### src/rtl/pcm_tdm_pkg.sv
// Purpose : shared constants and types of the transmit pcm framer
// Assumes : 125 MHz system clock, 2,304 kHz digit rate
// Notes   : the digit rate is made by a phase accumulator; digit edges jitter by one clock

package pcm_tdm_pkg;

  // ==========================================================================
  // clocking and rates
  localparam int unsigned CLK_KHZ       = 125000;
  localparam int unsigned DIGIT_KHZ     = 2304;
  localparam int unsigned CLK_PERIOD_NS = 8;
  localparam int unsigned ACC_W         = 17;
  localparam logic [16:0] ACC_MOD       = 17'(CLK_KHZ);
  localparam logic [16:0] ACC_STEP      = 17'(DIGIT_KHZ);
  localparam logic [16:0] ACC_HALF      = 17'(CLK_KHZ / 2);
  localparam logic [16:0] ACC_ZERO      = 17'h00000;

  // ==========================================================================
  // frame layout
  localparam int unsigned CHANNELS   = 48;
  localparam int unsigned DIGITS     = 6;
  localparam int unsigned CODE_W     = 6;
  localparam int unsigned SAMPLE_W   = 8;
  localparam int unsigned DIGIT_W    = 3;
  localparam int unsigned CHAN_W     = 6;
  localparam logic [2:0]  LAST_DIGIT = 3'(DIGITS - 1);
  localparam logic [5:0]  LAST_CHAN  = 6'(CHANNELS - 1);
  localparam logic [2:0]  DIGIT_ZERO = 3'h0;
  localparam logic [5:0]  CHAN_ZERO  = 6'h00;
  localparam logic [5:0]  CODE_ZERO  = 6'h00;
  localparam logic [5:0]  STEP_FIRST = 6'h01;
  localparam int unsigned CODE_LSB   = SAMPLE_W - CODE_W;

  // ==========================================================================
  // slave sync supervision
  localparam int unsigned SYNC_LOSS_NS  = 2000;
  localparam int unsigned SYNC_LOSS_CYC = (SYNC_LOSS_NS + CLK_PERIOD_NS - 1) / CLK_PERIOD_NS;
  localparam logic [7:0]  SYNC_LOSS_MAX = 8'(SYNC_LOSS_CYC);
  localparam logic [7:0]  LOSS_ZERO     = 8'h00;

  // ==========================================================================
  // types
  typedef logic [SAMPLE_W-1:0]               sample_t;
  typedef logic [CODE_W-1:0]                 code_t;
  typedef sample_t [CHANNELS-1:0]            audio_t;

  typedef struct packed {
    logic         word_rate_timing;    // one pulse at each word start
    logic         channel_rate_signal; // 384 kHz square
    logic         odd_strobe;          // 192 kHz odd line capture
    logic         even_strobe;         // 192 kHz even line capture
    logic [5:0]   step;                // bit 0 first_step_pulse .. bit 5 sixth_step_pulse
  } tx_timing_t;

  typedef struct packed {
    logic [16:0]  acc;
    logic [2:0]   digit;
    logic [5:0]   chan;
    logic [1:0]   frame;
    sample_t      odd_hold;
    sample_t      even_hold;
    code_t        clamp;
    logic         pcm;
    logic         sync_out;
    logic         sync_prev;
    logic [7:0]   loss_cnt;
    tx_timing_t   tim;
  } tx_state_t;

  typedef struct packed {
    logic [5:0]          cnt;
    logic [CHANNELS-1:0] strobe;
  } modem_state_t;

endpackage : pcm_tdm_pkg

### src/rtl/modem_timing_matrix.sv
// Purpose : second countdown chain and decoding matrix for modulator sampling strobes
// Assumes : modem_tick_i is a one-cycle pulse at channel rate
// Notes   : each strobe is one clock wide, once per 48 ticks, i.e. 8 kHz

`timescale 1ns/10ps
`default_nettype none

module modem_timing_matrix (
  input  wire logic                               clk_i,
  input  wire logic                               rstn_i,
  input  wire logic                               modem_tick_i,
  output logic [pcm_tdm_pkg::CHANNELS-1:0]        modulator_strobe_o
);

  pcm_tdm_pkg::modem_state_t s_reg;
  pcm_tdm_pkg::modem_state_t s_next;

  // ==========================================================================
  // countdown and decode
  always_comb begin
    s_next        = s_reg;
    s_next.strobe = '0;
    if (modem_tick_i) begin
      s_next.strobe[s_reg.cnt] = 1'b1;
      if (s_reg.cnt == pcm_tdm_pkg::LAST_CHAN) begin
        s_next.cnt = pcm_tdm_pkg::CHAN_ZERO;
      end else begin
        s_next.cnt = s_reg.cnt + 6'h01;
      end
    end
  end

  always_ff @(posedge clk_i or negedge rstn_i) begin
    if (!rstn_i) begin
      s_reg <= '0;
    end else begin
      s_reg <= s_next;
    end
  end

  assign modulator_strobe_o = s_reg.strobe;

  // ==========================================================================
  // checks
  property p_strobe_decode;
    @(posedge clk_i) disable iff (!rstn_i)
      modem_tick_i |=> $onehot(modulator_strobe_o)
                       && modulator_strobe_o[$past(s_reg.cnt)];
  endproperty
  a_strobe_decode: assert property (p_strobe_decode)
    else $error("modulator strobe does not match countdown");

endmodule : modem_timing_matrix

`default_nettype wire

### src/rtl/pcm_tdm_transmit_framer.sv
// Purpose : transmit side of a 48-channel pcm multiplexer: timing, sampling, coding, address
// Assumes : audio_i holds one unsigned sample per channel; sync_i is synchronous to clk_i
// Notes   : the compander is not modelled; the code word is the six top sample bits
//
// Summary of operation
// - take 48 channels, sample each once per 8 kHz frame into one sequence.
// - convert each time-division sample into a six-digit binary code word.
// - handle channels as 24 odd/even pairs on two separate sample lines.
// - capture odd and even lines alternately with interleaved 192 kHz strobes.
// - coder is successive approximation: clamp bits, ladder compare, decision.
// - six step pulses fire in order per word, each setting its clamp bit.
// - step pulses come from word timing; decisions from reshaped master clock.
// - decisions are registered; serial stream leaves at 2,304 kHz digit rate.
// - output inserts 4 kHz address as master or 2 kHz as slave.
// - all transmit timing counts down from one master clock.
// - slave basic clock follows master's 2,304 kHz sync so timing stays aligned.
// - master drives a 2,304 kHz sync output from its countdown chain.
// - received sync feeds automatic switch locking the basic clock to it.
// - in a 48-channel system run from own master clock only.
// - countdown makes a 384 kHz word-rate pulse used as modem timing.
// - second countdown from modem timing feeds matrix of 8 kHz strobes.
// - frame address occupies the last digit of channel 48's word.
// - 96-channel line interleaves two streams, master 4 kHz and slave 2 kHz.
// - in a 48-channel system the address is always master.

`timescale 1ns/10ps
`default_nettype none

module pcm_tdm_transmit_framer (
  input  wire logic                               clk_i,
  input  wire logic                               rstn_i,
  input  wire pcm_tdm_pkg::audio_t                audio_i,
  input  wire logic                               system_96_i,
  input  wire logic                               master_sel_i,
  input  wire logic                               sync_i,
  output logic                                    pcm_o,
  output logic                                    sync_o,
  output logic                                    sync_locked_o,
  output pcm_tdm_pkg::tx_timing_t                 timing_o,
  output logic [pcm_tdm_pkg::CHANNELS-1:0]        modulator_strobe_o
);

  pcm_tdm_pkg::tx_state_t s_reg;
  pcm_tdm_pkg::tx_state_t s_next;

  logic        acting_master;
  logic        follow_sync;
  logic        sync_rise;
  logic [17:0] acc_sum;
  logic        digit_tick;
  logic        decide_tick;
  logic        decide_now;
  logic        address_bit;
  logic [2:0]  bit_pos;
  logic [2:0]  next_digit;
  logic [5:0]  next_chan;
  pcm_tdm_pkg::sample_t line_sample;
  pcm_tdm_pkg::code_t   held_code;

  // ==========================================================================
  // mode selection
  // a 48-channel system is always master, whatever the address selector says
  assign acting_master = !system_96_i || master_sel_i;
  // only a 96-channel slave listens to the sync input
  assign follow_sync   = system_96_i && !master_sel_i;
  assign sync_rise     = sync_i && !s_reg.sync_prev;

  // address pattern: 1010.. over frames for master, 1100.. for slave
  assign address_bit   = acting_master ? !s_reg.frame[0] : !s_reg.frame[1];

  // ==========================================================================
  // master clock countdown: phase accumulator at the digit rate
  assign acc_sum     = {1'b0, s_reg.acc} + {1'b0, pcm_tdm_pkg::ACC_STEP};
  assign digit_tick  = (acc_sum >= {1'b0, pcm_tdm_pkg::ACC_MOD});
  // decision strobe sits at mid-digit, half a period after the step pulse
  assign decide_tick = (s_reg.acc < pcm_tdm_pkg::ACC_HALF)
                       && (acc_sum >= {1'b0, pcm_tdm_pkg::ACC_HALF});
  // a slave snap lands at mid-digit; if this digit has not decided yet it decides now,
  // otherwise every snap that arrives a step early would swallow the digit
  assign decide_now  = (follow_sync && sync_rise) ? (s_reg.acc < pcm_tdm_pkg::ACC_HALF)
                                                  : decide_tick;

  always_comb begin
    if (s_reg.digit == pcm_tdm_pkg::LAST_DIGIT) begin
      next_digit = pcm_tdm_pkg::DIGIT_ZERO;
    end else begin
      next_digit = s_reg.digit + 3'h1;
    end
    if (s_reg.chan == pcm_tdm_pkg::LAST_CHAN) begin
      next_chan = pcm_tdm_pkg::CHAN_ZERO;
    end else begin
      next_chan = s_reg.chan + 6'h01;
    end
  end

  // coder input line: channel index 0 is channel 1, the first odd channel
  assign line_sample = s_reg.chan[0] ? s_reg.even_hold : s_reg.odd_hold;
  assign held_code   = line_sample[pcm_tdm_pkg::CODE_LSB +: pcm_tdm_pkg::CODE_W];
  assign bit_pos     = pcm_tdm_pkg::LAST_DIGIT - s_reg.digit;

  // ==========================================================================
  // next state
  always_comb begin
    s_next                         = s_reg;
    s_next.tim.word_rate_timing    = 1'b0;
    s_next.tim.odd_strobe          = 1'b0;
    s_next.tim.even_strobe         = 1'b0;
    s_next.tim.step                = pcm_tdm_pkg::CODE_ZERO;
    s_next.sync_prev               = sync_i;
    s_next.sync_out                = (s_reg.acc >= pcm_tdm_pkg::ACC_HALF);
    s_next.tim.channel_rate_signal = (s_reg.digit < 3'(pcm_tdm_pkg::DIGITS / 2));

    if (sync_rise) begin
      s_next.loss_cnt = pcm_tdm_pkg::LOSS_ZERO;
    end else if (s_reg.loss_cnt != pcm_tdm_pkg::SYNC_LOSS_MAX) begin
      s_next.loss_cnt = s_reg.loss_cnt + 8'h01;
    end

    if (follow_sync && sync_rise) begin
      // master sync rises at mid-digit; snap our phase there and skip this cycle's digit edge
      s_next.acc = pcm_tdm_pkg::ACC_HALF;
    end else begin
      if (digit_tick) begin
        s_next.acc = 17'(acc_sum - {1'b0, pcm_tdm_pkg::ACC_MOD});
      end else begin
        s_next.acc = acc_sum[16:0];
      end

      if (digit_tick) begin
        s_next.digit = next_digit;
        s_next.tim.step[next_digit] = 1'b1;
        if (next_digit == pcm_tdm_pkg::DIGIT_ZERO) begin
          // word boundary: new channel, capture its sample on its own line
          s_next.tim.word_rate_timing = 1'b1;
          s_next.chan = next_chan;
          if (next_chan == pcm_tdm_pkg::CHAN_ZERO) begin
            s_next.frame = s_reg.frame + 2'h1;
          end
          if (next_chan[0]) begin
            s_next.even_hold       = audio_i[next_chan];
            s_next.tim.even_strobe = 1'b1;
          end else begin
            s_next.odd_hold        = audio_i[next_chan];
            s_next.tim.odd_strobe  = 1'b1;
          end
          s_next.clamp = pcm_tdm_pkg::CODE_ZERO;
          s_next.clamp[pcm_tdm_pkg::LAST_DIGIT] = 1'b1;
        end else begin
          s_next.clamp[pcm_tdm_pkg::LAST_DIGIT - next_digit] = 1'b1;
        end
      end

    end

    if (decide_now) begin
      // ladder compare: keep the trial bit only if the sample reaches it
      if (held_code < s_reg.clamp) begin
        s_next.clamp[bit_pos] = 1'b0;
      end
      if ((s_reg.chan == pcm_tdm_pkg::LAST_CHAN)
          && (s_reg.digit == pcm_tdm_pkg::LAST_DIGIT)) begin
        s_next.pcm = address_bit;
      end else begin
        s_next.pcm = (held_code >= s_reg.clamp);
      end
    end
  end

  // counters start on the last digit of the last channel, so the first word after
  // reset is channel 0 and stays in step with the modulator strobe countdown
  always_ff @(posedge clk_i or negedge rstn_i) begin
    if (!rstn_i) begin
      s_reg       <= '0;
      s_reg.digit <= pcm_tdm_pkg::LAST_DIGIT;
      s_reg.chan  <= pcm_tdm_pkg::LAST_CHAN;
    end else begin
      s_reg <= s_next;
    end
  end

  // ==========================================================================
  // outputs
  assign pcm_o         = s_reg.pcm;
  assign sync_o        = s_reg.sync_out;
  assign sync_locked_o = follow_sync && (s_reg.loss_cnt != pcm_tdm_pkg::SYNC_LOSS_MAX);
  assign timing_o      = s_reg.tim;

  // modem timing is the buffered word-rate pulse
  modem_timing_matrix u_modem_matrix (
    .clk_i              (clk_i),
    .rstn_i             (rstn_i),
    .modem_tick_i       (s_reg.tim.word_rate_timing),
    .modulator_strobe_o (modulator_strobe_o)
  );

  // ==========================================================================
  // checks
  property p_digit_range;
    @(posedge clk_i) disable iff (!rstn_i)
      (s_reg.digit <= pcm_tdm_pkg::LAST_DIGIT) && (s_reg.chan <= pcm_tdm_pkg::LAST_CHAN);
  endproperty
  a_digit_range: assert property (p_digit_range)
    else $error("digit or channel counter out of range");

  property p_step_order;
    @(posedge clk_i) disable iff (!rstn_i)
      (timing_o.step != pcm_tdm_pkg::CODE_ZERO) |->
        $onehot(timing_o.step) && timing_o.step[s_reg.digit];
  endproperty
  a_step_order: assert property (p_step_order)
    else $error("step pulse does not match current digit");

  property p_word_first_step;
    @(posedge clk_i) disable iff (!rstn_i)
      timing_o.word_rate_timing |-> timing_o.step[0] && (timing_o.odd_strobe != timing_o.even_strobe);
  endproperty
  a_word_first_step: assert property (p_word_first_step)
    else $error("word start without first step pulse and one line strobe");

  property p_lines_interleave;
    @(posedge clk_i) disable iff (!rstn_i)
      timing_o.odd_strobe |-> (s_reg.chan[0] == 1'b0);
  endproperty
  a_lines_interleave: assert property (p_lines_interleave)
    else $error("odd line strobed on an even channel");

  property p_address_slot;
    @(posedge clk_i) disable iff (!rstn_i)
      (decide_now && (s_reg.chan == pcm_tdm_pkg::LAST_CHAN)
       && (s_reg.digit == pcm_tdm_pkg::LAST_DIGIT)) |=> (pcm_o == $past(address_bit));
  endproperty
  a_address_slot: assert property (p_address_slot)
    else $error("address digit not inserted in last slot");

  property p_master_in_48;
    @(posedge clk_i) disable iff (!rstn_i)
      !system_96_i |-> (address_bit == !s_reg.frame[0]);
  endproperty
  a_master_in_48: assert property (p_master_in_48)
    else $error("48-channel system not using master address");

  property p_code_decision;
    @(posedge clk_i) disable iff (!rstn_i)
      (decide_now
       && !((s_reg.chan == pcm_tdm_pkg::LAST_CHAN) && (s_reg.digit == pcm_tdm_pkg::LAST_DIGIT)))
      |=> (pcm_o == $past(held_code[bit_pos]));
  endproperty
  a_code_decision: assert property (p_code_decision)
    else $error("coder digit differs from sample bit");

  property p_free_run_48;
    @(posedge clk_i) disable iff (!rstn_i)
      (!system_96_i && !digit_tick) |=> (s_reg.acc == $past(acc_sum[16:0]));
  endproperty
  a_free_run_48: assert property (p_free_run_48)
    else $error("48-channel unit disturbed by sync input");

  property p_slave_snap;
    @(posedge clk_i) disable iff (!rstn_i)
      (follow_sync && sync_rise) |=> (s_reg.acc == pcm_tdm_pkg::ACC_HALF) ##1 sync_o;
  endproperty
  a_slave_snap: assert property (p_slave_snap)
    else $error("slave did not lock phase to sync edge");

  property p_sync_out;
    @(posedge clk_i) disable iff (!rstn_i)
      sync_o == $past(s_reg.acc >= pcm_tdm_pkg::ACC_HALF);
  endproperty
  a_sync_out: assert property (p_sync_out)
    else $error("sync output not high in second half of digit");

  property p_digit_period;
    @(posedge clk_i) disable iff (!rstn_i)
      (digit_tick && !system_96_i) |-> ##[54:55] digit_tick;
  endproperty
  a_digit_period: assert property (p_digit_period)
    else $error("free-running digit period off");

  property p_frame_turn;
    @(posedge clk_i) disable iff (!rstn_i)
      (timing_o.word_rate_timing && (s_reg.chan == pcm_tdm_pkg::CHAN_ZERO))
        |-> (s_reg.frame == $past(s_reg.frame) + 2'h1);
  endproperty
  a_frame_turn: assert property (p_frame_turn)
    else $error("frame counter did not advance at channel 0");

  property p_capture;
    @(posedge clk_i) disable iff (!rstn_i)
      timing_o.word_rate_timing |-> (line_sample == $past(audio_i[next_chan]));
  endproperty
  a_capture: assert property (p_capture)
    else $error("coder line does not hold the new channel sample");

  property p_clamp_start;
    @(posedge clk_i) disable iff (!rstn_i)
      timing_o.word_rate_timing |->
        (s_reg.clamp == pcm_tdm_pkg::code_t'(pcm_tdm_pkg::STEP_FIRST << pcm_tdm_pkg::LAST_DIGIT));
  endproperty
  a_clamp_start: assert property (p_clamp_start)
    else $error("word does not start with only the top trial bit");

  property p_channel_rate;
    @(posedge clk_i) disable iff (!rstn_i)
      (timing_o.step[0] |=> timing_o.channel_rate_signal)
      and (timing_o.step[3] |=> !timing_o.channel_rate_signal);
  endproperty
  a_channel_rate: assert property (p_channel_rate)
    else $error("channel rate square out of phase with word");

  property p_lock;
    @(posedge clk_i) disable iff (!rstn_i)
      ((follow_sync && sync_rise) |=> sync_locked_o) and (!follow_sync |-> !sync_locked_o);
  endproperty
  a_lock: assert property (p_lock)
    else $error("lock indicator wrong");

  property p_modem_align;
    @(posedge clk_i) disable iff (!rstn_i)
      timing_o.word_rate_timing |=> modulator_strobe_o[$past(s_reg.chan)];
  endproperty
  a_modem_align: assert property (p_modem_align)
    else $error("modulator strobe not on the channel being coded");

  property p_step_from_tick;
    @(posedge clk_i) disable iff (!rstn_i)
      (digit_tick && !(follow_sync && sync_rise)) |=> (timing_o.step != pcm_tdm_pkg::CODE_ZERO);
  endproperty
  a_step_from_tick: assert property (p_step_from_tick)
    else $error("digit edge without step pulse");

  property p_pcm_holds;
    @(posedge clk_i) disable iff (!rstn_i)
      !decide_now |=> $stable(pcm_o);
  endproperty
  a_pcm_holds: assert property (p_pcm_holds)
    else $error("serial digit changed between decisions");

  property p_slave_address;
    @(posedge clk_i) disable iff (!rstn_i)
      (decide_now && !acting_master && (s_reg.chan == pcm_tdm_pkg::LAST_CHAN)
       && (s_reg.digit == pcm_tdm_pkg::LAST_DIGIT)) |=> (pcm_o == !$past(s_reg.frame[1]));
  endproperty
  a_slave_address: assert property (p_slave_address)
    else $error("slave address pattern wrong");

endmodule : pcm_tdm_transmit_framer

`default_nettype wire

### config.mk
export PLATFORM = sky130hd
export DESIGN_NAME = pcm_tdm_transmit_framer
export DESIGN_NICKNAME = d
export VERILOG_FILES = /design/src/rtl/pcm_tdm_pkg.sv /design/src/rtl/modem_timing_matrix.sv /design/src/rtl/pcm_tdm_transmit_framer.sv
export SDC_FILE = /design/constraint.sdc
export NUM_CORES = 1
export LEC_CHECK = 0
export BUFFER_PORTS_ARGS = -buffer_cell sky130_fd_sc_hd__buf_2
export CAP_MARGIN = 20
export CORE_AREA = 10 10 169 171
export DETAILED_ROUTE_END_ITERATION = 6
export DIE_AREA = 0 0 179 181
export GPL_TIMING_DRIVEN = 0
export MAX_ROUTING_LAYER = met4
export PLACE_DENSITY_LB_ADDON = 0.15
export SETUP_SLACK_MARGIN = 0.15
export SYNTH_ARGS = -nofsm -noshare
export SYNTH_HDL_FRONTEND = slang
export SYNTH_SLANG_ARGS = --single-unit
### constraint.sdc
create_clock -name clk_i -period 3 [get_ports clk_i]
set_input_delay 0.6 -clock clk_i [delete_from_list [all_inputs] [get_ports clk_i]]
set_output_delay 0.6 -clock clk_i [all_outputs]
set_load 0.05 [all_outputs]
### After elaboration in Yosys (flattened, before gate mapping)

Cells that the tools add are included.

* bits in registers: 125
* bits in latches: 0
* bits in writable memories: 0
* memory bits (read-only): 0
* bits of input ports: 389
* output and inout port bits: 61
* word-level logic and storage cells: 111
* memories: 0

* $add $sub $neg: 9
* multiply operators: 0
* div/mod/pow operators: 0
* $lt $le $gt $ge: 16
* equality and inequality tests: 4
* shift operators: 0
* mux-type cells: 35
* bitwise logic cells: 5
* reduce and logical (&&, ||, !) cells: 24

Operator list (count)
* $bmux 8 s6: 1
* $mux 48: 1
* $mux 8: 6
* $mux 6: 6
* $mux 17: 2
* $add 17x12->18 const B: 1
* $ge 18x16->1 const B: 1
* $ge 18x17->1 const B: 1
* $ge 17x16->1 const B: 1
* $lt 17x16->1 const B: 1
* $sub 17x17->17 const B: 1
* $lt 6x7->1 const B: 2
* $add 6x1->6 const B: 2
* $eq 6x6->1 const B: 2
* $lt 3x4->1 const B: 3
* $mux 1: 12
* $reduce_and 4->1: 3
* $logic_and 1x1->1: 10
* $demux 1 s3: 3
* $ge 3x1->1 const B: 3
* $add 8x1->8 const B: 1
* $ne 8x8->1 const B: 1
* $mux 7: 1
* $and 6x6->6: 1
* 21 further kinds: 27

### Logic depth before layout (Yosys ltp)

* depth after elaboration: 14
* depth in mapped cells: 14

### Hierarchy

From an unflattened synthesis, not the netlist that was laid out.

* cells, all modules: 1043
* area total of the unflattened synthesis: 8528.2 um^2

Modules (own cells, without submodules)
* pcm_tdm_transmit_framer: times used 1, cells an instance 844, area an instance 6254.7 um^2, seq. area each 1635.3 um^2
* modem_timing_matrix: times used 1, cells an instance 199, area an instance 2273.4 um^2, seq. area each 1351.3 um^2

### Worst setup path before layout

Ideal clock, no wire load.

* path kind: register to register
* start: register s_reg[62] (netlist bit)
* end: register s_reg[29] (netlist bit)
* library setup time: 0.128 ns
* arrival time: 2.606 ns
* data required time: 2.872 ns
* path slack: 0.267 ns
* stages on the path, launching flop included: 13
* clock period less this slack: 2.733 ns
* cell sequence: dfrtp_1 ha_1 a21oi_2 nor3b_1 o31ai_2 o31ai_4 and2_1 buf_4 nand3_4 inv_4 nand2_4 inv_4 mux2_1

* word-level cells in the longest chain between the ends: 3

Ends and longest elaborated chain
* start, declared: RTL line pcm_tdm_transmit_framer.sv:43 `pcm_tdm_pkg::tx_state_t s_reg;`
* start signal, assigned: RTL line pcm_tdm_transmit_framer.sv:177 `s_reg <= s_next;`
* $add 17x12->18: RTL line pcm_tdm_transmit_framer.sv:73 `assign acc_sum = {1'b0, s_reg.acc} + {1'b0, pcm_tdm_pkg::ACC_STEP};`
* $ge 18x17->1: RTL line pcm_tdm_transmit_framer.sv:74 `assign digit_tick = (acc_sum >= {1'b0, pcm_tdm_pkg::ACC_MOD});`
* $reduce_and 4->1 (no source line)

Every way passes these cells.
A chain may end at the register's enable or synchronous reset.

### Final worst setup path

* start: register s_reg[45] (netlist bit)
* end: register s_reg[39] (netlist bit)

* word-level cells in the longest chain between the ends: 4
* elaborated cells on any way between the ends: 7

Ends and longest elaborated chain
* $add 6x1->6 / $eq 6x6->1 (equally long branches): RTL line pcm_tdm_transmit_framer.sv:92, pcm_tdm_transmit_framer.sv:89
* $mux 6 *: RTL line pcm_tdm_transmit_framer.sv:89 `if (s_reg.chan == pcm_tdm_pkg::LAST_CHAN) begin`
* $bmux 8 s6 / $not 1->1 (equally long branches)
* $mux 8 (not written as such) / $reduce_and 4->1 (equally long branches)

Mark *: on every way between the ends. The rest lies on a longest branch, timed or not. The select of a mux whose other input is x is not followed.

==> Implementation_results.wiki <==
{| class="wikitable"
! Metric !! Value
|-
| Critical path depth || 12
|-
| Finished layout cell area || 12500 µm²
|-
| Met1 capacity usage during global routing || 28.9%
|-
| CP required || 3300 ps
|-
| Layout Cells excl Fill || 1766
|-
| Max VDD drop || 0.409 mV
|-
| H-tree levels || 4
|-
| Number of flops mapped to enable cells by yosys || 0
|-
| Capture instance of the worst register-to-register path || s_reg[39]$_DFFE_PN0P_
|-
| Setup repair after global routing missed its margin || yes
|-
| Clock buffer count from CTS || 17
|-
| Overall Global Routing Usage || 23.7%
|-
| Number of flip-flops under the largest register name || 53
|-
| Share of final-layout standard cells stronger than drive strength 1 || 45.9%
|-
| Met3 GRT Util || 4.30%
|-
| Class of the most critical setup path || register to register
|-
| Setup slack of the most critical reg-to-reg path || 110 ps
|-
| Number of buffers on the longest clock path || 2
|-
| Category of cells accounting for the largest share of critical-path delay || simple AND/OR/NAND/NOR gates
|-
| Portion of the post-synthesis area used by sequential elements || 35.2%
|-
| Met2 track demand over resource in global routing || 38.4%
|-
| Number of placement rows || 58
|-
| Worst Setup Start Kind || register
|-
| Setup slack after placement || -880 ps
|-
| DRC violations left || 0
|-
| Vias in the first global route || 9441
|-
| Internal power of the cells || 0.00575 W
|-
| Cell variety after synth || 77
|-
| # nets final || 1820
|-
| Cell with the most instances after synthesis || sky130_fd_sc_hd__nand2_1
|-
| Largest net degree at the start of global routing || 76
|-
| Slowest stage cell, crit path || sky130_fd_sc_hd__dfstp_2
|-
| Antenna Violating Nets Remaining || 0
|-
| Number of max-slew violations in the final report || 0
|-
| Area after detailed placement || 10700 µm²
|-
| Leakage power total || 5.96 nW
|-
| Ratio of final minimum period to clock period || 96.3%
|-
| Sequential Power Share || 20.2%
|-
| Core area || 25000 µm²
|-
| Top cell type by total area after synthesis || sky130_fd_sc_hd__dfrtp_1
|-
| Clk_skew || 7.17 ps
|-
| Post-Syn Nets || 1425
|-
| DPL Wire Length || 31.3 mm
|-
| Synthesis-to-layout area growth || 47.2%
|-
| Initial DRC Count || 635
|-
| Routability congestion estimate from global placement || 0.950
|-
| Post-DR wirelength/cell || 22.3 µm
|-
| Number of detailed-route iterations in the first pass || 5
|-
| Biggest fanout along the worst timing path || 11
|-
| Gate Count Post-Synth || 1019
|-
| # clock sinks || 119
|-
| Part of the power in the clock network || 18.2%
|-
| Overflow after GRT || 0
|-
| Area enclosed by the die boundary || 32400 µm²
|-
| Share of Yosys cell area claimed by the top area cell type || 33.1%
|-
| Final Routed Wirelength || 39.4 mm
|-
| I/O pins || 450
|-
| Biggest area contributors in the synthesized netlist || sky130_fd_sc_hd__dfrtp_1 33%, sky130_fd_sc_hd__nand2_1 7.3%, sky130_fd_sc_hd__buf_4 6.3%
|-
| Launching element of the worst setup path || s_reg[45]$_DFFE_PN1P_
|-
| Minimum setup slack in the final design || 112 ps
|-
| Slew at the pin closest to its max-slew limit || 621 ps
|-
| R2R depth || 12
|-
| Most used cell along the critical path || sky130_fd_sc_hd__buf_12
|-
| CTS tree || built
|-
| Y dimension of the die || 181 µm
|-
| Floorplan die width || 179 µm
|-
| Antenna violations before repair || 9
|-
| Hold violation total from the final report || 0
|-
| Port Buffers || 353
|-
| Power spent charging and discharging nets || 0.00492 W
|-
| Critical Path Max Stage Delay || 600 ps
|-
| Synth async-reset ratio || 100%
|-
| Peak Freq || 0.346 GHz
|-
| Wire length of the first global-routing pass || 57.3 mm
|-
| Vias post-DR || 9261
|-
| Total power consumption of the routed design || 0.0107 W
|-
| Net Sw Frac || 46.1%
|-
| Fin util || 49.9%
|-
| Headroom to the max-slew limit || 58.3%
|-
| Syn Std Cell Area || 8480 µm²
|-
| Starting density of the core || 33.9%
|-
| Post-synth top cells || 164 x sky130_fd_sc_hd__nand2_1, 112 x sky130_fd_sc_hd__dfrtp_1, 101 x sky130_fd_sc_hd__nor2_1
|-
| Average cell area after synthesis || 8.32 µm²
|-
| Cell at the root of the clock tree || sky130_fd_sc_hd__clkbuf_16
|-
| Synthesis Warnings || 0
|-
| Primary FF master, synth || sky130_fd_sc_hd__dfrtp_1
|-
| Worst-skew pair later-pin latency || 410 ps
|-
| Shortest clock period the worst path allows after layout || 2890 ps
|-
| Setup violations, final || 0
|-
| Clock transition at the registers of the reported paths || 60 ps
|-
| Gate power share || 61.6%
|-
| Number of register bits inferred by synthesis || 119
|-
| Run status || completed
|-
| Launching point of the worst reg2reg path || s_reg[45]$_DFFE_PN1P_
|-
| Global-route layer with the greatest usage || met2
|-
| Endpoint of the worst setup timing path || s_reg[39]$_DFFE_PN0P_
|-
| Placed Cells || 1703
|-
| Element type at the critical path end || register
|-
| Class of the tightest hold or removal check || input pin to asynchronous set/reset pin
|-
| Chain of cells forming the critical path || ha_4, buf_8, and3_4, a21oi_4, buf_12, buf_12, nand2_1, a21oi_1, or4_4, a31oi_4, a31oi_2, mux2_4
|-
| WP data arrival || 3190 ps
|-
| Max_cap viols || 0
|-
| Vias/cell || 5.24
|-
| Power Density || 855 nW/µm²
|-
| Buffering stage count on the worst path with inverters included || 3
|}
placed cells by master, fill, tap and decap left out, types with 6 or more instances in the layout:
cell                        netlist  routed
sky130_fd_sc_hd__inv_1           21      21
sky130_fd_sc_hd__buf_4           71      87
sky130_fd_sc_hd__mux2i_2          0       7
sky130_fd_sc_hd__diode_2          0       9
sky130_fd_sc_hd__xor2_1          13      12
sky130_fd_sc_hd__mux2_2          13      13
sky130_fd_sc_hd__a221oi_1         8       6
sky130_fd_sc_hd__nand2_1        164     159
sky130_fd_sc_hd__nand4_1         10      10
sky130_fd_sc_hd__o311ai_2         0       6
sky130_fd_sc_hd__clkbuf_1        22      11
sky130_fd_sc_hd__and3_1          11      10
sky130_fd_sc_hd__mux2i_1         46      37
sky130_fd_sc_hd__clkbuf_16        0      20
sky130_fd_sc_hd__mux2_4           0       8
sky130_fd_sc_hd__o21ai_0         42      35
sky130_fd_sc_hd__a21oi_1         50      43
sky130_fd_sc_hd__clkbuf_2         1       8
sky130_fd_sc_hd__ha_1            17      15
sky130_fd_sc_hd__nor2b_1         16      16
sky130_fd_sc_hd__o22ai_1         14      11
sky130_fd_sc_hd__nand3_1         38      33
sky130_fd_sc_hd__buf_12           0      10
sky130_fd_sc_hd__a31oi_1         17      11
sky130_fd_sc_hd__a32oi_1          9       8
sky130_fd_sc_hd__buf_2           25     356
sky130_fd_sc_hd__a21oi_2          1       6
sky130_fd_sc_hd__and2_1           5       6
sky130_fd_sc_hd__a211oi_1        12      11
sky130_fd_sc_hd__nand2b_1         9       9
sky130_fd_sc_hd__or3_1            7       6
sky130_fd_sc_hd__buf_6            1      14
sky130_fd_sc_hd__o21ai_1          1       6
sky130_fd_sc_hd__dfrtp_1        112     110
sky130_fd_sc_hd__clkinv_4         1       6
sky130_fd_sc_hd__xnor2_1         11       9
sky130_fd_sc_hd__nor2_1         101      95
sky130_fd_sc_hd__nor3_1          33      29
sky130_fd_sc_hd__dfstp_2          7       7
stage by stage:
stage	hold WS, ps	setup TNS, ps
after floorplan	304	0
after global placement	460	-28610
after detailed placement	465	-7630
after CTS	115	0
after global routing	128	0
final	105	0
worst reg2reg max path, cell delays in order (launching register included):
cell and delay (ps):
sky130_fd_sc_hd__dfstp_2 600, sky130_fd_sc_hd__ha_4 150, sky130_fd_sc_hd__buf_8 130, sky130_fd_sc_hd__and3_4 230
sky130_fd_sc_hd__a21oi_4 90, sky130_fd_sc_hd__buf_12 170, sky130_fd_sc_hd__buf_12 150, sky130_fd_sc_hd__nand2_1 70
sky130_fd_sc_hd__a21oi_1 60, sky130_fd_sc_hd__or4_4 550, sky130_fd_sc_hd__a31oi_4 220, sky130_fd_sc_hd__a31oi_2 70
sky130_fd_sc_hd__mux2_4 280
how the worst min path moves through the flow:
| stage | startpoint | endpoint | slack [ps] | cells past startpoint |
|---|---|---|---|---|
| 5_1_grt | rstn_i | s_reg[66]$_DFF_PN0_ | 130 | 1 |
| 6_report | rstn_i | s_reg[56]$_DFFE_PN0P_ | 110 | 1 |
| 4_1_cts | rstn_i | s_reg[56]$_DFFE_PN0P_ | 110 | 1 |
| 3_3_place_gp | s_reg[44]$_DFFE_PN0P_ | s_reg[44]$_DFFE_PN0P_ | 460 | 1 |
| 2_1_floorplan | rstn_i | pcm_o$_DFFE_PN0P_ | 300 | 0 |
| 3_5_place_dp | s_reg[44]$_DFFE_PN0P_ | s_reg[44]$_DFFE_PN0P_ | 460 | 1 |
final cells by class:
class | count | area, µm²
repair buffers | 376 | 2050
plain buffers | 123 | 1040
flip-flops and latches | 119 | 2990
diodes | 9 | 22.5
multi-input cells | 753 | 5300
well taps | 330 | 413
inverters | 24 | 100
clock buffers | 17 | 425
fillers | 2445 | 12600
clock inverters | 15 | 145
per-layer routing:
metal,share of wire (%),routed length (µm)
met5,0,0
met4,2.5,972
met3,6.6,2600
met2,49,19300
met1,42,16500
power groups by stage:
stage / Clock (W) / Combinational [W] / Sequential (W)
after CTS: 0.00199 / 0.00589 / 0.00214
after detailed placement: 0 / 0.00507 / 0.00215
after floorplan: 0 / 0.00344 / 0.00213
final: 0.00194 / 0.00657 / 0.00216
after global routing: 0.00206 / 0.00703 / 0.00220
after global placement: 0 / 0.00504 / 0.00215
cell families (layout without fill, tap and decap cells):
kind of cell / count (synthesis) / count (layout) / share of synthesized area [%]
XOR/XNOR: 24 / 24 / 2.48
other: 0 / 9 / 0
multiplexers: 71 / 71 / 9.28
AO/OA/AOI/OAI: 212 / 212 / 16.6
buffers and inverters: 147 / 555 / 10.2
flip-flops: 119 / 119 / 35.2
adder cells (fa/ha/maj): 17 / 17 / 2.51
AND/OR/NAND/NOR: 429 / 429 / 23.6
repair_timing:
item,CTS,global route
buffers inserted,13,3
gates resized for setup,149,85
cloned,2,4
pin swaps,24,33
setup endpoints to repair,25,22
hold buffers,0,0
No activity file was read; power rests on OpenSTA's default activity.
